## config.mk

```make
export PLATFORM = sky130hd
export DESIGN_NAME = spi_master_slave_controller
export DESIGN_NICKNAME = d
export VERILOG_FILES = /design/src/verilog/spi_fifo.v /design/src/verilog/spi_master_slave_controller.v
export VERILOG_INCLUDE_DIRS = /design/src /design/src/verilog
export SDC_FILE = /design/constraint.sdc
export NUM_CORES = 1
export LEC_CHECK = 0
export BUFFER_PORTS_ARGS = -buffer_cell sky130_fd_sc_hd__buf_2
export CORE_MARGIN = 2
export CORE_UTILIZATION = 55
export CTS_BUF_LIST = sky130_fd_sc_hd__clkbuf_8
export DETAILED_ROUTE_END_ITERATION = 6
export PLACE_DENSITY = 0.74
export SLEW_MARGIN = 20
export SYNTH_ARGS = -nofsm -noshare
export SYNTH_HDL_FRONTEND = slang
export SYNTH_SLANG_ARGS = --single-unit
export TNS_END_PERCENT = 50
```

## constraint.sdc

```tcl
create_clock -name clock -period 3.1 [get_ports clock]
set_clock_uncertainty 0.1 [all_clocks]
set_input_delay 0.62 -clock clock [delete_from_list [all_inputs] [get_ports clock]]
set_output_delay 0.62 -clock clock [all_outputs]
set_load 0.05 [all_outputs]
```

## src/verilog/spi_ctrl_defs.vh

```
// constants for the serial controller in spi mode
// assumes inclusion by bare name from the design files
`ifndef SPI_CTRL_DEFS_VH
`define SPI_CTRL_DEFS_VH
`define SPI_MODE_VALUE 2'h2
`define SPI_BUSY_TOKEN 8'hFF
`define SPI_CHAR_BITS 8
`define SPI_FIFO_DEPTH 4
`define SPI_BASE_MHZ 12
`define SPI_CLK_MHZ 100
// system cycles per 12 MHz base tick, rounded down
`define SPI_BASE_DIV (`SPI_CLK_MHZ / `SPI_BASE_MHZ)
`define SPI_MAX_MASTER_MBPS 6
`define SPI_MAX_SLAVE_MBPS 5
`endif

```

## src/verilog/spi_fifo.v

```verilog
// small flip-flop fifo used for transmit and receive characters
// assumes single clock, push and pop from same-domain logic
`timescale 1ns/1ps
`default_nettype none
module spi_fifo #(
  parameter WIDTH = 8,
  parameter DEPTH = 4,
  parameter AW = 2
) (
  input wire clock,
  input wire rstn,
  input wire push,
  input wire [WIDTH-1:0] pushData,
  input wire pop,
  output wire [WIDTH-1:0] popData,
  output wire empty,
  output wire full
);
  // ---------------------------------------------------------------
  // storage and pointers
  // ---------------------------------------------------------------
  reg [WIDTH-1:0] mem [0:DEPTH-1];
  reg [AW-1:0] wrPtr;
  reg [AW-1:0] rdPtr;
  reg [AW:0] count;
  wire doPush = push && (count != DEPTH[AW:0]);
  wire doPop = pop && (count != {(AW+1){1'b0}});
  assign empty = (count == {(AW+1){1'b0}});
  assign full = (count == DEPTH[AW:0]);
  assign popData = mem[rdPtr];
  // pointer and count update; a push into a full fifo is dropped
  always @(posedge clock or negedge rstn) begin
    if (!rstn) begin
      wrPtr <= {AW{1'b0}};
      rdPtr <= {AW{1'b0}};
      count <= {(AW+1){1'b0}};
    end else begin
      if (doPush)
        wrPtr <= (wrPtr == DEPTH[AW-1:0] - 1'b1) ? {AW{1'b0}} : wrPtr + 1'b1;
      if (doPop)
        rdPtr <= (rdPtr == DEPTH[AW-1:0] - 1'b1) ? {AW{1'b0}} : rdPtr + 1'b1;
      if (doPush && !doPop)
        count <= count + 1'b1;
      else if (doPop && !doPush)
        count <= count - 1'b1;
    end
  end
  // entries carry no reset; only the pointers define content
  genvar i;
  generate
    for (i = 0; i < DEPTH; i = i + 1) begin : gEntry
      always @(posedge clock) begin
        if (doPush && wrPtr == i[AW-1:0])
          mem[i] <= pushData;
      end
    end
  endgenerate
endmodule // spi_fifo
`default_nettype wire

```

## src/verilog/spi_master_slave_controller.v

```verilog
// serial controller in spi mode: master and slave shifter, fifos, flags
// assumes the pin inputs are asynchronous and dma/software share the port
`timescale 1ns/1ps
`default_nettype none
`include "spi_ctrl_defs.vh"
module spi_master_slave_controller #(
  parameter RATE_DIV = `SPI_BASE_DIV
) (
  input wire clock,
  input wire rstn,
  input wire [1:0] serialModeReg,
  input wire masterSelectBit,
  input wire i2cAckBit,
  input wire [3:0] rateExponent,
  input wire [3:0] rateLinear,
  input wire clockPolarityBit,
  input wire clockPhaseBit,
  input wire bitOrderBit,
  input wire repeatSelectBit,
  input wire autoRepeatEnable,
  input wire irqTriggerMode,
  input wire dataWrite,
  input wire [7:0] dataWriteValue,
  input wire dataRead,
  output reg [7:0] dataReadValue,
  output wire txReady,
  output wire rxAvailable,
  output reg txIdleFlag,
  output reg txSpaceFlag,
  output wire rxValidFlag,
  output reg rxOverflowFlag,
  input wire rxOverflowClear,
  input wire [1:0] txBufferActive,
  input wire [1:0] rxBufferActive,
  input wire rxDmaChannelReset,
  input wire rxDmaBufferLoad,
  output reg rxDmaError,
  input wire [6:0] irqEnableMask,
  input wire topIrqEnableSet,
  output reg [6:0] irqFlagReg,
  input wire [6:0] irqFlagClear,
  output wire serialIrqLine,
  output reg sclkOut,
  output reg mosiOut,
  input wire misoIn,
  input wire sclkIn,
  input wire mosiIn,
  input wire slaveSelectN,
  output reg misoOut,
  output wire misoOe
);
  // ---------------------------------------------------------------
  // mode decode
  // ---------------------------------------------------------------
  wire spiMode = (serialModeReg == `SPI_MODE_VALUE);
  wire masterOn = spiMode && masterSelectBit && i2cAckBit;
  wire slaveOn = spiMode && !masterSelectBit;

  // ---------------------------------------------------------------
  // pin synchronisers
  // ---------------------------------------------------------------
  reg [3:0] pinMeta;
  reg [3:0] pinSync;
  // first stage feeds only the second stage
  always @(posedge clock or negedge rstn) begin
    if (!rstn) begin
      pinMeta <= 4'hF;
      pinSync <= 4'hF;
    end else begin
      pinMeta <= {slaveSelectN, sclkIn, mosiIn, misoIn};
      pinSync <= pinMeta;
    end
  end
  wire ssnS = pinSync[3];
  wire sclkS = pinSync[2];
  wire mosiS = pinSync[1];
  wire misoS = pinSync[0];

  // ---------------------------------------------------------------
  // fifos
  // ---------------------------------------------------------------
  wire txEmpty, txFull, rxEmpty, rxFull;
  wire [7:0] txHead, rxHead;
  reg txPop;
  reg rxPush;
  reg [7:0] rxChar;
  wire rxPop = dataRead && !rxEmpty;
  spi_fifo #(.WIDTH(`SPI_CHAR_BITS), .DEPTH(`SPI_FIFO_DEPTH), .AW(2)) txFifo (
    .clock(clock), .rstn(rstn), .push(dataWrite), .pushData(dataWriteValue),
    .pop(txPop), .popData(txHead), .empty(txEmpty), .full(txFull));
  spi_fifo #(.WIDTH(`SPI_CHAR_BITS), .DEPTH(`SPI_FIFO_DEPTH), .AW(2)) rxFifo (
    .clock(clock), .rstn(rstn), .push(rxPush && !rxFull), .pushData(rxChar),
    .pop(rxPop), .popData(rxHead), .empty(rxEmpty), .full(rxFull));
  assign txReady = !txFull;
  assign rxAvailable = !rxEmpty;
  assign rxValidFlag = !rxEmpty;

  // read data is registered; valid the cycle after the pop
  always @(posedge clock or negedge rstn) begin
    if (!rstn)
      dataReadValue <= 8'h00;
    else if (rxPop)
      dataReadValue <= rxHead;
  end

  // ---------------------------------------------------------------
  // master bit clock: 12 MHz base tick, then (lin+1)*2^exp divider
  // ---------------------------------------------------------------
  reg mBusy;
  reg [7:0] baseCnt;
  reg [19:0] halfCnt;
  wire baseTick = (baseCnt == RATE_DIV[7:0] - 8'h01);
  // one full sclk period spans (lin+1)<<exp base ticks rounded down to even (at least 2), half per phase
  wire [19:0] periodTicks = {16'h0000, rateLinear} + 20'h00001;
  wire [19:0] fullTicks = periodTicks << rateExponent;
  wire [19:0] halfTicks = (fullTicks >> 1) == 20'h00000 ? 20'h00001 : (fullTicks >> 1);
  wire halfTick = baseTick && (halfCnt >= halfTicks - 20'h00001);
  always @(posedge clock or negedge rstn) begin
    if (!rstn) begin
      baseCnt <= 8'h00;
      halfCnt <= 20'h00000;
    end else if (!masterOn || !mBusy) begin
      baseCnt <= 8'h00;
      halfCnt <= 20'h00000;
    end else begin
      baseCnt <= baseTick ? 8'h00 : baseCnt + 8'h01;
      if (baseTick)
        halfCnt <= halfTick ? 20'h00000 : halfCnt + 20'h00001;
    end
  end

  // ---------------------------------------------------------------
  // master shifter
  // ---------------------------------------------------------------
  reg [7:0] mTx;
  reg [7:0] mRx;
  reg [3:0] mEdges;
  reg [7:0] lastTx;
  reg autoStart;
  wire canAuto = autoRepeatEnable; // software flips this only when idle
  wire [7:0] fillChar = repeatSelectBit ? lastTx : `SPI_BUSY_TOKEN;
  wire [2:0] idxBit = bitOrderBit ? 3'd0 : 3'd7;
  // shift out lsb or msb first; index stays fixed while the character shifts
  wire mOutBit = bitOrderBit ? mTx[0] : mTx[7];
  always @(posedge clock or negedge rstn) begin
    if (!rstn) begin
      mBusy <= 1'b0;
      mTx <= 8'h00;
      mRx <= 8'h00;
      mEdges <= 4'h0;
      lastTx <= 8'h00;
      sclkOut <= 1'b0;
      mosiOut <= 1'b0;
      autoStart <= 1'b0;
    end else begin
      autoStart <= 1'b0;
      if (!masterOn) begin
        mBusy <= 1'b0;
        sclkOut <= clockPolarityBit;
      end else if (!mBusy) begin
        sclkOut <= clockPolarityBit;
        if (!txEmpty || canAuto) begin
          mBusy <= 1'b1;
          mEdges <= 4'h0;
          mTx <= txEmpty ? fillChar : txHead;
          lastTx <= txEmpty ? fillChar : txHead;
          autoStart <= txEmpty;
          if (!clockPhaseBit)
            mosiOut <= txEmpty ? fillChar[idxBit] : txHead[idxBit];
        end
      end else if (halfTick) begin
        sclkOut <= ~sclkOut;
        mEdges <= mEdges + 4'h1;
        // leading edge in phase 0 samples; in phase 1 it drives
        if ((mEdges[0] == 1'b0) != clockPhaseBit) begin
          mRx <= bitOrderBit ? {misoS, mRx[7:1]} : {mRx[6:0], misoS};
          mTx <= bitOrderBit ? {1'b0, mTx[7:1]} : {mTx[6:0], 1'b0};
        end else begin
          mosiOut <= mOutBit;
        end
        if (mEdges == 4'hF)
          mBusy <= 1'b0;
      end
    end
  end
  wire mDone = masterOn && mBusy && halfTick && (mEdges == 4'hF);
  // tx pop when a character is loaded into the serializer
  wire mLoad = masterOn && !mBusy && !txEmpty;

  // ---------------------------------------------------------------
  // slave shifter on synchronised pins
  // ---------------------------------------------------------------
  reg sclkPrev, ssnPrev;
  reg [7:0] sTx, sRx;
  reg [2:0] sCnt;
  wire sSel = slaveOn && !ssnS;
  wire sclkRise = sclkS && !sclkPrev;
  wire sclkFall = !sclkS && sclkPrev;
  wire ssnFall = ssnPrev && !ssnS;
  // mode 0/3 sample on rising, 1/2 on falling
  wire sSample = (clockPolarityBit ^ clockPhaseBit) ? sclkFall : sclkRise;
  wire sShift = (clockPolarityBit ^ clockPhaseBit) ? sclkRise : sclkFall;
  wire sDone = sSel && sSample && (sCnt == 3'd7);
  wire sLoad = slaveOn && (ssnFall || sDone) && !txEmpty;
  assign misoOe = sSel;
  always @(posedge clock or negedge rstn) begin
    if (!rstn) begin
      sclkPrev <= 1'b1;
      ssnPrev <= 1'b1;
      sTx <= 8'h00;
      sRx <= 8'h00;
      sCnt <= 3'd0;
      misoOut <= 1'b0;
    end else begin
      sclkPrev <= sclkS;
      ssnPrev <= ssnS;
      if (ssnFall) begin
        sCnt <= 3'd0;
        sRx <= 8'h00;
        sTx <= txEmpty ? `SPI_BUSY_TOKEN : txHead;
        misoOut <= txEmpty ? 1'b1 : txHead[idxBit];
      end else if (sSel) begin
        if (sSample) begin
          sRx <= bitOrderBit ? {mosiS, sRx[7:1]} : {sRx[6:0], mosiS};
          sCnt <= sCnt + 3'd1;
          if (sCnt == 3'd7)
            sTx <= txEmpty ? fillChar : txHead;
        end
        if (sShift)
          misoOut <= bitOrderBit ? sTx[sCnt] : sTx[3'd7 - sCnt];
      end
    end
  end

  // ---------------------------------------------------------------
  // receive capture, overflow and dma error
  // ---------------------------------------------------------------
  wire charDone = mDone || sDone;
  // phase 0 took its eighth sample one edge before the closing edge
  wire [7:0] mRxFinal = !clockPhaseBit ? mRx :
    (bitOrderBit ? {misoS, mRx[7:1]} : {mRx[6:0], misoS});
  wire [7:0] sRxFinal = bitOrderBit ? {mosiS, sRx[7:1]} : {sRx[6:0], mosiS};
  wire [7:0] doneChar = mDone ? mRxFinal : sRxFinal;
  wire overrun = charDone && rxFull;
  reg rxErrPending;
  always @(posedge clock or negedge rstn) begin
    if (!rstn) begin
      rxPush <= 1'b0;
      rxChar <= 8'h00;
      rxOverflowFlag <= 1'b0;
      rxErrPending <= 1'b0;
      rxDmaError <= 1'b0;
      txPop <= 1'b0;
    end else begin
      txPop <= 1'b0;
      if (mLoad || sLoad)
        txPop <= 1'b1;
      rxPush <= charDone && !rxFull;
      if (charDone)
        rxChar <= doneChar;
      // set wins over clear
      if (overrun)
        rxOverflowFlag <= 1'b1;
      else if (rxOverflowClear)
        rxOverflowFlag <= 1'b0;
      if (overrun)
        rxErrPending <= 1'b1;
      else if (rxErrPending && rxEmpty) begin
        rxErrPending <= 1'b0;
        rxDmaError <= 1'b1;
      end
      if (!(rxErrPending && rxEmpty) && (rxDmaChannelReset || rxDmaBufferLoad))
        rxDmaError <= 1'b0;
    end
  end

  // ---------------------------------------------------------------
  // transmit flags
  // ---------------------------------------------------------------
  wire serBusy = mBusy || sSel;
  wire charOut = mDone || sDone;
  always @(posedge clock or negedge rstn) begin
    if (!rstn) begin
      txIdleFlag <= 1'b1;
      txSpaceFlag <= 1'b1;
    end else begin
      if (dataWrite && txIdleFlag)
        txIdleFlag <= 1'b0;
      else if (txEmpty && !serBusy && !txPop)
        txIdleFlag <= 1'b1;
      if (charOut)
        txSpaceFlag <= 1'b1;
      else if (txFull)
        txSpaceFlag <= 1'b0;
    end
  end

  // ---------------------------------------------------------------
  // interrupt events: edge or level of flags, dma buffer falls, overrun, auto-repeat start
  // ---------------------------------------------------------------
  reg [2:0] flagPrev;
  reg [1:0] txActPrev, rxActPrev;
  wire [2:0] flagNow = {rxValidFlag, txSpaceFlag, txIdleFlag};
  wire [2:0] flagEv = irqTriggerMode ? flagNow : (flagNow & ~flagPrev);
  wire [1:0] txBufDone = txActPrev & ~txBufferActive;
  wire [1:0] rxBufDone = rxActPrev & ~rxBufferActive;
  wire [6:0] events = {autoStart, overrun, rxBufDone[0] | rxBufDone[1],
    txBufDone[0] | txBufDone[1], flagEv};
  always @(posedge clock or negedge rstn) begin
    if (!rstn) begin
      flagPrev <= 3'b011;
      txActPrev <= 2'b00;
      rxActPrev <= 2'b00;
      irqFlagReg <= 7'h00;
    end else begin
      flagPrev <= flagNow;
      txActPrev <= txBufferActive;
      rxActPrev <= rxBufferActive;
      // set wins over clear per bit
      irqFlagReg <= (irqFlagReg & ~irqFlagClear) | events;
    end
  end
  assign serialIrqLine = topIrqEnableSet && |(irqFlagReg & irqEnableMask);
endmodule // spi_master_slave_controller
`default_nettype wire

```

; ---- Word-level counts from Yosys, hierarchy flattened
; Memory sizes are Yosys's and may differ from the RTL's. A register that Yosys moved wholly into a read port is not among the register bits.
; Cells that the tools add are included.
[word_totals]
ff_bits = 133
ramBits = 64
wordCells = 321
memories = 2
[classes]
add_sub_neg = 15
n_lt_le_gt_ge = 4
n_eq_ne = 23
n_shift = 1
n_mux = 120
n_bitwise = 16
n_reduce_logical = 104
[mem_list]
columns = name, words, word_bits, read_ports, rd_ports_with_merged_regs, write_ports, line
row1 = rxFifo.mem, 4, 8, 1, 1, 1, spi_fifo.v:22  ; reg [WIDTH-1:0] mem [0:DEPTH-1];
row2 = txFifo.mem, 4, 8, 1, 0, 1, spi_fifo.v:22
[op_table]
columns = op, count
row1 = 8-bit 2-to-1 mux, 27
row2 = 1-bit 2-to-1 mux, 63
row3 = 20-bit 2-to-1 mux, 3
row4 = 8-bit OR reduction, 6
row5 = 1-bit logical AND, 43
row6 = 3-bit 2-to-1 mux, 9
row7 = 2-bit nonzero test, 13
row8 = 20-bit by 1-bit adder with 20-bit output (second input constant), 1
row9 = 20-bit greater-or-equal comparator, 1
row10 = 20-bit zero test, 1
row11 = 2-bit 2-to-1 mux, 10
row12 = 5-bit by 4-bit left shift with 20-bit output, 1
row13 = 19-bit by 1-bit subtractor with 20-bit output (second input constant), 1
row14 = 19-bit 2-to-1 mux, 1
row15 = 1-bit zero test, 18
row16 = 7-bit bitwise AND, 2
row17 = 2-bit == test (second input constant), 7
row18 = 1-bit binary-select mux with 3-bit select, 4
row19 = 3-bit by 4-bit less-than comparator with 1-bit output (second input constant), 3
row20 = 4-bit 2-to-1 mux, 3
row21 = 3-bit by 1-bit adder with 3-bit output (second input constant), 3
row22 = 3-bit == test (second input constant), 3
row23 = 3-bit AND reduction, 3
row24 = 2-bit by 1-bit adder with 2-bit output (second input constant), 4
row25 = 30 further kinds, 53

; ---- Depth between registers and ports, before layout
; Gate-level depths: netlist of run 1.
[depth]
depth_word = 13
depth_mapped = 23

; ---- Cells and area by module
; Synthesis of run 1 repeated with hierarchy kept, for this count alone.
[hier_totals]
hier_cells = 952
area_unflattened_um2 = 10652.7
[modules_own_cells]
columns = module, n_inst, cells_each, area_each_um2
row1 = spi_master_slave_controller, 1, 794, 7449.6
row2 = spi_fifo at txFifo, 1, 79, 1606.5
row3 = spi_fifo at rxFifo, 1, 79, 1596.5

; ---- Worst setup path after synthesis of run 1
; Ideal clock, no wire load.
[synth_timing]
path_kind = in2reg
startpoint = input port rateLinear[0]
endpoint = register mTx[0]
setup_time_ns = 0.127
arrival_ns = 4.857
path_slack_ns = -1.985
path_stages = 19
cell_sequence = ha_1 -> xnor2_1 -> o211ai_1 -> a221oi_1 -> nand2_1 -> nor4b_4 -> a22oi_1 -> ha_1 -> o31a_1 -> and2_1 -> nand3_1 -> o21ai_1 -> ha_1 -> nand4_1 -> o31ai_2 -> nand2_1 -> o31a_1 -> clkbuf_1 -> mux2_1
[synth_between]
elab_chain_cells = 9
[synth_lines]
columns = item, line
row1 = "start, declared", spi_master_slave_controller.v:15  ; input wire [3:0] rateLinear,
row2 = 4-bit by 1-bit adder with 5-bit output (*), spi_master_slave_controller.v:114  ; wire [19:0] periodTicks = {16'h0000, rateLinear} + 20'h00001;
row3 = 5-bit by 4-bit left shift with 20-bit output (*), spi_master_slave_controller.v:115  ; wire [19:0] fullTicks = periodTicks << rateExponent;
row4 = 20-bit zero test, spi_master_slave_controller.v:116  ; wire [19:0] halfTicks = (fullTicks >> 1) == 20'h00000 ? 20'h00001 : (fullTicks >> 1);
row5 = 19-bit 2-to-1 mux (*), spi_master_slave_controller.v:116
row6 = 19-bit by 1-bit subtractor with 20-bit output (*), spi_master_slave_controller.v:117  ; wire halfTick = baseTick && (halfCnt >= halfTicks - 20'h00001);
row7 = 20-bit greater-or-equal comparator (*), spi_master_slave_controller.v:117
row8 = 1-bit logical AND (*), spi_master_slave_controller.v:117
row9 = 2-bit by 1-bit != test with 1-bit output (no line) (*), --
row10 = 4-bit AND reduction (no line) (*), --
row11 = "end signal, assigned", spi_master_slave_controller.v:165  ; mTx <= txEmpty ? fillChar : txHead;
row12 = "end signal, assigned", spi_master_slave_controller.v:177  ; mTx <= bitOrderBit ? {1'b0, mTx[7:1]} : {mTx[6:0], 1'b0};
row13 = "end, declared", spi_master_slave_controller.v:135  ; reg [7:0] mTx;
; Every way passes the cells marked *; elsewhere a longest branch is shown, timed or not.
; A chain may end at the register's enable or synchronous reset.

; ---- Worst setup path in the final report of run 1
[layout_timing]
startpoint = input port rateLinear[0]
endpoint = register mTx[5]
; Same word-level chain as after synthesis.

==> results of run 1 <==
area by class of cell:
class / instances / area [sq um]
clock inverter: 21 / 119
tap: 234 / 293
fill: 1360 / 5720
timing repair buffer: 190 / 1330
sequential: 205 / 5470
inverter: 29 / 109
multi-input combinational: 659 / 5090
clock buffer: 42 / 578
worst max-delay path by stage:
stage	end	slack [ps]	depth (start not counted)
2_1_floorplan	mTx[0]	-1510	21
3_3_place_gp	mTx[3]	-1670	23
3_5_place_dp	mTx[0]	-1820	23
4_1_cts	mTx[5]	-1130	24
5_1_grt	mTx[7]	-1430	23
6_report	mTx[5]	-1280	24
registers in the layout (all words and copies together), names as in the netlist, 3 cells and up:
name	count
rxFifo.mem	32
flagPrev	3
rxChar	8
baseCnt	8
mEdges	4
irqFlagReg	7
sCnt	3
txFifo.count	3
sTx	8
txFifo.mem	32
mTx	8
rxFifo.count	3
pinMeta	4
pinSync	4
dataReadValue	8
mRx	8
sRx	8
lastTx	8
halfCnt	20
stage by stage:
step / cells / utilization, % / area, sq um
after CTS: 1375 / 68.8 / 12900
after detailed placement: 1297 / 63.4 / 11900
after global placement: 1297 / 63.4 / 11900
after floorplan: 934 / - / 10700
final: 1380 / 69.4 / 13000
after global routing: 1380 / 69.4 / 13000
power by group through the flow:
stage	Sequential, mW	Combinational (mW)	Clock [mW]
4_1_cts	3.43	1.72	2.44
6_report	3.43	1.74	2.38
3_5_place_dp	3.48	1.62	0
3_3_place_gp	3.46	1.57	0
5_1_grt	3.48	1.93	2.57
2_1_floorplan	3.45	1.08	0
repair_timing:
item,in CTS,in global routing
setup buffers,15,5
setup endpoints to repair,56,56
resized for setup,50,22
pin swaps,41,21
hold endpoints to repair,0,0
routing by layer:
layer | wire (microns) | GRT usage [%] | up-vias
li1 | - | - | 3767
met2 | 11500 | 40.1 | 197
met5 | 13 | 0 | -
met3 | 1090 | 4.37 | 51
met1 | 9980 | 30.6 | 3717
met4 | 537 | 7.42 | 2
logic make-up after synthesis:
family                   count (synthesis)  share of synthesized area [%]
XOR/XNOR                                41                           3.42
adder cells (fa/ha/maj)                 41                           5.03
buffers and inverters                   70                           2.73
multiplexers                            91                           11.6
AND/OR/NAND/NOR                        316                           14.7
flip-flops                             205                           52.1
AO/OA/AOI/OAI                          169                           10.4
other                                    1                         0.0357
cells in the final DEF, fill, tap and decap left out, types with 15 or more instances in the layout:
cell type and instances:
inv_1 40, buf_4 98, nand3_1 19, xor2_1 27
a21oi_1 15, nor3_1 15, o21ai_0 34, mux4_2 21
clkbuf_8 42, nand4_1 15, nand2_1 84, o21ai_1 21
ha_1 34, nor2_1 89, mux2_2 29, mux2i_1 32
buf_2 77, dfrtp_1 127, a21o_1 16, edfxtp_1 64
worst max-delay path: stages:
cell	delay (ps)
buf_8	100
ha_4	170
and4b_1	200
a32o_2	270
o31ai_4	290
nand2_2	110
nor4b_4	320
a22oi_2	120
ha_2	220
o31a_1	150
buf_6	150
and2_4	160
nand3_2	80
xor2_1	80
ha_1	190
a21o_1	170
a21o_1	180
a21oi_2	110
o211a_1	200
o31ai_4	80
nand2_2	80
o31a_1	160
buf_4	140
mux2_1	310
==> results by stage, run 1 <==
Timing:
- Headroom to the max-slew limit came out at 52.7%.
- The max-slew violation count is 0.
- The total of endpoints with negative setup slack in the final report is 56.
- Setup total negative slack on the finished layout was measured at -63310 ps.
- The smallest setup slack after layout is -1280 ps.
- Setup repair after global routing could not meet its margin everywhere.
- In the finished design, the share of the clock period the worst path needs comes to 141%.
- The timing-limited maximum frequency is 228 MHz.
- The worst hold slack is 15.6 ps.
- For the pin with the worst max-slew slack, the measured transition is 709 ps.
- The hold violation count in the final report is 0.
- After layout, the minimum clock period comes to 4380 ps.

Die:
- The initial standard-cell utilization of the core is 56.1%.
- The die extent in x is 142 microns.
- The region available for standard cell placement spans 0.0187 sq mm.
- The die area is 0.0202 sq mm.
- Row generation in the floorplan step produced 50 rows.
- The height of the die is 142 microns.
- The top-level I/O count is 83.

Yosys:
- Yosys printed 0 warnings.
- The number of enable-type register cells in the synthesized netlist is 64.
- The cell type with the highest aggregate area in the netlist is dfrtp_1.
- Counting instances in the post-synthesis netlist gives the leading cell types as 127 x dfrtp_1, 97 x nor2_1, 91 x nand2_1.
- The area share of the largest cell type after synthesis is 30.3%.
- Summing every instance area after synthesis gives 0.0105 sq mm.
- The most repeated cell in the gate-level netlist after synthesis is dfrtp_1.
- The proportion of register bits with asynchronous set or reset after synthesis is 68.8%.
- The distinct cell type count of the synthesized netlist is 78.
- The post-synthesis area per instance is 11.2 sq um.
- Of the synthesized area, sequential elements account for 52.1%.
- Synthesis inferred 205 register bits.
- Counting every net in the synthesized netlist gives 1031.
- Synthesis produced 934 cells.
- Among all flip-flop cells after synthesis, the most frequent one is dfrtp_1.
- After synthesis, the cell types taking the most area are dfrtp_1 30%, edfxtp_1 18%, ha_1 4.7%, mux4_2 4.5%, dfstp_2 3.5%.

Placed design:
- Routability-driven placement finished with a final weighted congestion of 0.870.
- The count of buffers added on input and output ports is 82.
- OpenSTA, run right after detailed placement, puts the worst setup slack at -1820 ps.
- The wire-length estimate of the detail-placed layout is 16300 microns.

Critical path:
- The kind of critical path is input pin to flop.
- The largest fanout on the critical path is 5.
- The flop-to-flop setup slack is 440 ps.
- Data on the critical path arrives at its endpoint at 4670 ps.
- At the worst endpoint, the required time is 3390 ps.
- The launch point of the worst path is rateLinear[0].
- The type of element launching the critical path is an input pin.
- The logic depth of the worst register-to-register path is 8.
- The reg-to-reg endpoint is halfCnt[12].
- The start of the worst register-to-register path is baseCnt[3].
- The kind of end point of the critical path is a flop.

Global route:
- The leftover overflow at the end of global routing is 0.
- The first-pass GRT wire length is 38000 microns.
- Entering global routing, the biggest net connects 76 pins.
- The global routing usage summed across all routing layers is 23.5%.
- The number of global-route vias before repair is 7752.
- The initial antenna violation count came to 1.

Power and ir drop:
- The relative contribution of combinational cells to total power is 23.1%.
- The internal power contribution is 5.26 mW.
- The largest voltage drop on the vdd net is 553 uV.
- The fraction of power spent switching nets is 30.3%.
- In this run, the clock network consumes 31.5% of the power.
- For this design the static power due to leakage is 6.01 nW.
- The sequential power share is 45.5%.
- For this design the total switching power over the nets is 2.29 mW.
- Total power for the finished layout comes to 7.55 mW.
- Power spread over the standard cell area amounts to 582 mW/mm^2.

CTS:
- No sink is reached through more buffers than the 3 on the longest clock path.
- TritonCTS built the clock tree.
- For this design, the sink count on the clock tree is 205.
- The root buffer cell chosen for the clock tree is clkbuf_8.
- CTS built an H-tree with a depth of 2.
- The cts-stage hold buffer count is 0.
- The clock insertion delay at the later pin of the skew report is 530 ps.
- After clock tree synthesis, the clock-pin slew on the worst setup and hold paths is 60 ps.
- The total clock buffers created by CTS is 35.

Drt:
- The first detailed-routing pass ran for 5 iterations.
- The count of nets left with antenna violations after detail routing is 0.
- After detailed routing, the number of remaining DRC violations is 0.
- The routed layout has 7734 vias.
- After detailed routing, the average wire length per cell comes to 16.8 microns.
- After detailed routing, the number of vias per cell comes to 5.60.
- The routed design has 23100 microns of wire.
- In this run, the number of DRC markers left after iteration 0 of detailed routing was 404.

Cells and area:
- The share of cells above drive strength 1 is 33.8%.
- Relative to the synthesized area, the layout overhead comes to 23.8%.
- The antenna diode instance count is 0.
- The final layout contains 1217 nets.

Run:
- Across the run, the number of max-cap violations was 0.

Min path:
- The min-delay analysis places its worst path in the category input pin to asynchronous set/reset pin.

Run status:
- The run finished, with violations left.
- The final reports fail on negative setup slack.
No activity file was read; power rests on OpenSTA's default activity.
==> inputs of run 2 (changes only) <==
- CORE_ASPECT_RATIO: unset -> 1.2
- CORE_MARGIN: 2 -> 1.5
==> run 2 against run 1 <==
Effect of this change: the flow still finishes with violations (negative setup slack); critical path depth down 2; final cell count up 1.4%; critical path type unchanged; first-iteration DRC count down 1.5%; largest cell class unchanged.
==> results by stage, run 2 (same netlist as run 1, synthesis figures left out) <==
CTS:
- The H-tree level count is 2 (unchanged).
- The clock tree root driver cell is clkbuf_8 (unchanged).
- The cts-stage hold buffer count is 0 (unchanged).
- The maximum root-to-sink buffer count is 3 (unchanged).
- The clock insertion delay at the later pin of the skew report is 530 ps (about the same).
- The TritonCTS clock tree is done (unchanged).
- The TritonCTS sink count is 205 (unchanged).
- The total clock buffers created by CTS came to 35 (unchanged).
- The CTS clock-pin slew for the worst setup and hold paths is 60 ps (about the same).

Global route:
- The global routing usage summed across all routing layers is 23.3% (was 23.5%).
- The first-pass GRT wire length is 37100 microns (was 38000 microns).
- The initial antenna violation count is 0 (was 1).
- The number of global-route vias before repair was 7719 (was 7752).
- The pin count of the biggest net entering global routing came to 68 (was 76).
- The leftover overflow at the end of global routing is 0 (unchanged).

Drt:
- The post-detailed-route DRC marker count is 0 (unchanged).
- The routed wire length per instance was 16.3 microns (was 16.8 microns).
- The total detailed-routing wirelength was 22800 microns (was 23100 microns).
- The count of nets left with antenna violations after detail routing is 0 (unchanged).
- The detailed router's first-iteration violation count came to 398 (was 404).
- The mean number of vias per cell was 5.57 (was 5.60).
- The overall via count from detail_route is 7796 (was 7734).
- The number of search-and-repair iterations in the first detailed-routing pass came to 6 (was 5).

Critical path:
- Cell chain of the critical path: buf_8 -> ha_4 -> and4b_1 -> a32o_2 -> o31ai_4 -> nand2_2 -> nor4b_4 -> a22oi_2 -> ha_2 -> o31a_1 -> nand4_1 -> o211ai_1 -> o31a_1 -> ha_1 -> a21o_1 -> a21oi_2 -> o211a_1 -> o31ai_4 -> nand2_2 -> o31a_1 -> buf_12 -> mux2_4 (was buf_8 -> ha_4 -> and4b_1 -> a32o_2 -> o31ai_4 -> nand2_2 -> nor4b_4 -> a22oi_2 -> ha_2 -> o31a_1 -> buf_6 -> and2_4 -> nand3_2 -> xor2_1 -> ha_1 -> a21o_1 -> a21o_1 -> a21oi_2 -> o211a_1 -> o31ai_4 -> nand2_2 -> o31a_1 -> buf_4 -> mux2_1).
- The flop-to-flop setup slack is 330 ps (was 440 ps).
- The cell with the most instances on the worst path is o31a_1.
- The gate family responsible for the most delay along the worst path is compound AO/OA/AOI/OAI gates (unchanged).
- The reg-to-reg endpoint is halfCnt[15] (was halfCnt[12]).
- The kind of critical path is input pin to flop (unchanged).
- The start of the worst register-to-register path is baseCnt[3] (unchanged).
- The highest cell delay on the worst timing path came to 310 ps (was 320 ps).
- The required time of the critical path was 3400 ps (was 3390 ps).
- The kind of end point of the critical path is a flop (unchanged).
- The cell type of the slowest stage on the worst timing path is ha_1 (was nor4b_4).
- The largest fanout on the critical path is 8 (was 5).
- The critical path buffer and inverter count was 2 (was 3).
- The type of element launching the critical path is an input pin (unchanged).
- The logic depth of the worst register-to-register path is 7 (was 8).
- The critical path data arrival time came to 4620 ps (was 4670 ps).

Cells and area:
- The antenna diode instance count is 0 (unchanged).
- The final-stage net count is 1215 (was 1217).
- The post-synthesis to final-layout area growth was 25.3% (was 23.8%).
- The sequential cell area is 0.00547 sq mm (unchanged).
- Top library cells by usage in the layout, fill and taps aside: 127 x dfrtp_1, 91 x buf_4, 88 x nand2_1, 78 x nor2_1, 75 x buf_2 (was 127 x dfrtp_1, 98 x buf_4, 89 x nor2_1, 84 x nand2_1, 77 x buf_2).
- The most common cell after layout, fill and taps aside was dfrtp_1 (unchanged).
- The area of the multi-input gates was 0.00522 sq mm (was 0.00509 sq mm).
- Biggest regs: rxFifo.mem x32, txFifo.mem x32, halfCnt x20 (unchanged).
- The filler cell count is 1374 (was 1360).
- The share of cells above drive strength 1 is 34.3% (was 33.8%).

Die:
- The top-level I/O count was 83 (unchanged).
- The initial standard-cell utilization of the core is 55.8% (was 56.1%).
- The row count came to 55 (was 50).
- The die extent in x is 129 microns (was 142 microns).
- The die area is 0.0199 sq mm (was 0.0202 sq mm).
- The height of the die is 154 microns (was 142 microns).
- The core area is 0.0188 sq mm (was 0.0187 sq mm).

Power and ir drop:
- The total chip power is 7.34 mW (was 7.55 mW).
- The largest voltage drop on the vdd net is 506 uV (was 553 uV).
- The power per unit of standard cell area is 558 mW/mm^2 (was 582 mW/mm^2).
- The reported leakage power is 6.02 nW (was 6.01 nW).

Timing:
- The actual slew at the worst max-slew pin is 648 ps (was 709 ps).
- The hold violation count in the final report is 0 (unchanged).
- The clock period minus final worst setup slack is 4310 ps (was 4380 ps).
- The total of endpoints with negative setup slack in the final report is 56 (unchanged).
- The worst-case headroom to the max-slew limit came to 56.7% (was 52.7%).
- The timing-limited maximum frequency is 232 MHz (was 228 MHz).
- The smallest setup slack after layout came to -1210 ps (was -1280 ps).
- The max-slew violation count is 0 (unchanged).
- The share of the cycle needed by the critical path after routing is 139% (was 141%).
- Unrepaired setup endpoints after global routing: true (unchanged).

Run status:
- Result of the run: finished with violations (unchanged).
- Violations in the final reports: negative setup slack (unchanged).

Run:
- The number of violations of the max-capacitance limit came to 0 (unchanged).

Placed design:
- The worst setup slack after placement was -1830 ps (was -1820 ps).
- The detailed-placement wirelength estimate came to 16000 microns (was 16300 microns).
- The count of buffers from port buffering is 82 (unchanged).
- The placer's final routability congestion estimate is 0.896 (was 0.870).

Min path:
- The type of the worst min-delay path was input pin to asynchronous set/reset pin (unchanged).
run 2: changes by cell type in the layout (fill, tap and decap cells not counted), sizes merged:
cell | previous run | this run
bufinv | 1 | 0
inv | 43 | 39
clkinvlp | 1 | 2
clkbuf | 42 | 39
clkinv | 5 | 15
buf | 190 | 185
run 2: timing repair:
action | CTS | global route
endpoints found under the setup margin | 56 | 56
gates resized for setup | 40 | 63
setup buffers | 12 | 7
cloned | 0 | 4
pin swaps | 31 | 34
run 2: worst max-delay path by stage:
stage          slack, ps     startpoint  endpoint  cells after the start
2_1_floorplan      -1510  rateLinear[2]    mTx[0]                     21
3_3_place_gp       -1730  rateLinear[0]    mTx[5]                     23
3_5_place_dp       -1830  rateLinear[0]    mTx[5]                     23
4_1_cts            -1170  rateLinear[0]    mTx[3]                     22
5_1_grt            -1430  rateLinear[0]    mTx[4]                     23
6_report           -1210  rateLinear[0]    mTx[3]                     22
run 2: cell type report:
type                    count  area share [%]
multi-input cells         659            39.7
well taps                 256            2.44
inverters                  29           0.828
repair buffers            188            10.7
clock inverters            27           0.971
flip-flops and latches    205            41.6
clock buffers              36            3.77
run 2: per-stage QoR:
stage	area [sq um]	TNS [ps]	hold slack, ps	instances	util [%]
6_report	13100	-61520	7.36	1400	70.0
5_1_grt	13100	-73800	47.6	1400	70.0
4_1_cts	12800	-57610	10.6	1391	68.0
3_5_place_dp	11900	-93280	247	1317	63.3
3_3_place_gp	11900	-87900	245	1317	63.3
2_1_floorplan	10700	-71500	224	934	-
run 2: metal layers:
metal	vias up	GRT usage, %	share of wire, %
li1	3769	-	-
met1	3799	29.5	42
met2	190	40.0	51
met3	38	4.50	4.4
met4	0	7.65	1.8
met5	-	0	0
run 2: report_power, final:
group / internal (mW) / switching [mW] / total [mW]
clock: 1.10 / 1.07 / 2.17
combinational: 0.808 / 0.926 / 1.73
sequential: 3.14 / 0.291 / 3.43
total: 5.05 / 2.29 / 7.34
run 2: worst register-to-register path, delay by kind of cell, from the launching register on:
family / cells / cell delay [ps]
AND/OR/NAND/NOR: 6 / 2030
AO/OA/AOI/OAI: 1 / 130
flip-flops: 1 / 440
==> inputs of run 3 (changes only) <==
- HOLD_SLACK_MARGIN: unset -> 0.03
- SKIP_LAST_GASP: unset -> 1
==> run 3 against run 2 <==
Effect of this change: via count is the same; first-iteration DRC count increased by 10%; the flow still finishes with violations (negative setup slack); sequential power barely moved; maximum frequency barely moved; largest power group unchanged; register-to-register slack about the same; sequential cell count unchanged; non-clock buffer count up 1; die area unchanged; total power barely moved.
==> results by stage, run 3 (same netlist as run 1, synthesis figures left out) <==
Timing:
- Unrepaired setup endpoints after global routing: true (unchanged).
- The smallest setup slack after layout was -1220 ps (was -1210 ps).
- The timing-limited maximum frequency came to 232 MHz (about the same).
- The worst hold slack is 95.9 ps (was 7.36 ps).
- The total negative slack for setup checks is -61610 ps (was -61520 ps).
- The actual slew at the worst max-slew pin is 646 ps (was 648 ps).
- The worst-case headroom to the max-slew limit is 56.8% (was 56.7%).
- The total of endpoints with negative setup slack in the final report is 56 (unchanged).
- The hold violation count in the final report is 0 (unchanged).
- The share of the cycle needed by the critical path after routing is 139% (about the same).
- The clock period minus final worst setup slack was 4320 ps (was 4310 ps).
- The max-slew violation count came to 0 (unchanged).

Cells and area:
- The final core utilization came to 69.8% (was 70.0%).
- The number of non-filler instances in the completed layout is 1401 (was 1400).
- The antenna diode instance count is 0 (unchanged).
- The final-stage net count is 1216 (was 1215).
- Biggest regs: rxFifo.mem x32, txFifo.mem x32, halfCnt x20 (unchanged).
- The filler cell count was 1375 (was 1374).
- The most common cell after layout, fill and taps aside is dfrtp_1 (unchanged).
- The post-route cell area is 0.0131 sq mm (about the same).
- Top library cells by usage in the layout, fill and taps aside: 127 x dfrtp_1, 92 x buf_4, 89 x nand2_1, 82 x nor2_1, 75 x buf_2 (was 127 x dfrtp_1, 91 x buf_4, 88 x nand2_1, 78 x nor2_1, 75 x buf_2).
- The share of cells above drive strength 1 is 33.5% (was 34.3%).
- The post-synthesis to final-layout area growth was 25.0% (was 25.3%).

Placed design:
- The placer's final routability congestion estimate is 0.896 (unchanged).
- The detailed-placement wirelength estimate is 16000 microns (unchanged).
- The number of placed cells counting well taps is 1317 (unchanged).
- The worst setup slack after placement is -1830 ps (unchanged).
- The count of buffers from port buffering was 82 (unchanged).
- The total cell area at the placement stage came to 0.0119 sq mm (unchanged).

CTS:
- The H-tree level count is 2 (unchanged).
- The TritonCTS clock tree is done (unchanged).
- The total clock buffers created by CTS is 35 (unchanged).
- The clock tree root driver cell is clkbuf_8 (unchanged).
- The TritonCTS sink count is 205 (unchanged).
- The CTS clock-pin slew for the worst setup and hold paths was 60 ps (about the same).
- The clock insertion delay at the later pin of the skew report came to 530 ps (about the same).
- The maximum root-to-sink buffer count is 3 (unchanged).

Drt:
- The detailed router's first-iteration violation count was 438 (was 398).
- The total detailed-routing wirelength is 22800 microns (about the same).
- The number of search-and-repair iterations in the first detailed-routing pass came to 6 (unchanged).
- The routed wire length per instance is 16.3 microns (about the same).
- The overall via count from detail_route is 7796 (unchanged).
- The post-detailed-route DRC marker count is 0 (unchanged).
- The mean number of vias per cell is 5.56 (was 5.57).
- The count of nets left with antenna violations after detail routing is 0 (unchanged).

Die:
- The top-level I/O count came to 83 (unchanged).
- The row count was 55 (unchanged).
- The height of the die is 154 microns (unchanged).
- The core area was 0.0188 sq mm (unchanged).
- The die area was 0.0199 sq mm (unchanged).
- The die extent in x is 129 microns (unchanged).
- The initial standard-cell utilization of the core came to 55.8% (unchanged).

Critical path:
- The type of element launching the critical path is an input pin (unchanged).
- The start of the worst register-to-register path is baseCnt[3] (unchanged).
- The reg-to-reg endpoint was halfCnt[15] (unchanged).
- The critical path data arrival time was 4620 ps (about the same).
- The critical path capture point is mTx[3] (unchanged).
- The kind of critical path is input pin to flop (unchanged).
- The largest fanout on the critical path was 8 (unchanged).
- The logic depth of the worst register-to-register path is 7 (unchanged).
- The launch point of the worst path is rateLinear[0] (unchanged).
- The required time of the critical path is 3400 ps (about the same).
- The kind of end point of the critical path was a flop (unchanged).
- The flop-to-flop setup slack is 330 ps (about the same).

Power and ir drop:
- The power per unit of standard cell area is 559 mW/mm^2 (was 558 mW/mm^2).
- The reported leakage power is 6.02 nW (about the same).
- The total chip power is 7.34 mW (about the same).
- The largest voltage drop on the vdd net is 507 uV (was 506 uV).

Run status:
- Result of the run: finished with violations (unchanged).
- Violations in the final reports: negative setup slack (unchanged).

Global route:
- The leftover overflow at the end of global routing is 0 (unchanged).
- The pin count of the biggest net entering global routing is 68 (unchanged).
- The number of global-route vias before repair was 7728 (was 7719).
- The global routing usage summed across all routing layers came to 23.3% (unchanged).
- The initial antenna violation count is 0 (unchanged).
- The first-pass GRT wire length is 37100 microns (about the same).

Min path:
- The type of the worst min-delay path is input pin to flop (was input pin to asynchronous set/reset pin).

Run:
- The number of violations of the max-capacitance limit came to 0 (unchanged).
==> run 3: changes by cell type in the layout (fill, tap and decap cells not counted), sizes merged <==
cell         change
dlygate4sd3      +1
==> run 3: worst min path at each step <==
stage | from | to | slack [ps] | cells past startpoint
after floorplan | rstn | autoStart | 220 | 0
after global placement | pinMeta[1] | pinSync[1] | 250 | 0
after detailed placement | pinMeta[1] | pinSync[1] | 250 | 0
after CTS | mosiIn | pinMeta[1] | 70 | 1
after global routing | slaveSelectN | pinMeta[3] | 70 | 1
final | slaveSelectN | pinMeta[3] | 100 | 1
==> run 3: area by class of cell <==
| type | instances | area (sq um) | area share, % |
|---|---|---|---|
| sequential | 205 | 5470 | 41.7 |
| multi-input combinational | 659 | 5190 | 39.5 |
| timing repair buffer | 189 | 1410 | 10.7 |
| clock buffer | 36 | 495 | 3.78 |
| tap | 256 | 320 | 2.44 |
| clock inverter | 27 | 128 | 0.973 |
| inverter | 29 | 109 | 0.830 |
==> run 3: routing by layer <==
metal	vias up	GRT usage [%]	part of all wire (%)
li1	3761	-	-
met1	3814	29.5	42
met2	186	40.0	52
met3	35	4.50	4.3
met4	0	7.65	1.8
met5	-	0	0
==> run 3: power breakdown <==
group	leakage (nW)	switching (mW)	internal, mW
clock	0.361	1.07	1.10
sequential	2.47	0.291	3.14
combinational	3.18	0.926	0.808
total	6.02	2.29	5.05
==> run 3: repair_timing <==
action                                 4_1_cts  5_1_grt
hold buffers                                 1        0
gates resized for setup                     39       51
buffers inserted                            12        7
gates cloned                                 0        4
setup endpoints to repair                   56       56
endpoints found under the hold margin       40        0
pin swaps                                   30       33
==> run 3: worst max-delay path, cell delays in order <==
cell and delay (ps):
buf_8 100, ha_4 190, and4b_1 200, a32o_2 280, o31ai_4 300, nand2_2 120
nor4b_4 260, a22oi_2 100, ha_2 210, o31a_1 160, nand4_1 190, o211ai_1 130
o31a_1 120, ha_1 310, a21o_1 170, a21oi_2 150, o211a_1 200, o31ai_4 90
nand2_2 90, o31a_1 160, buf_12 150, mux2_4 290
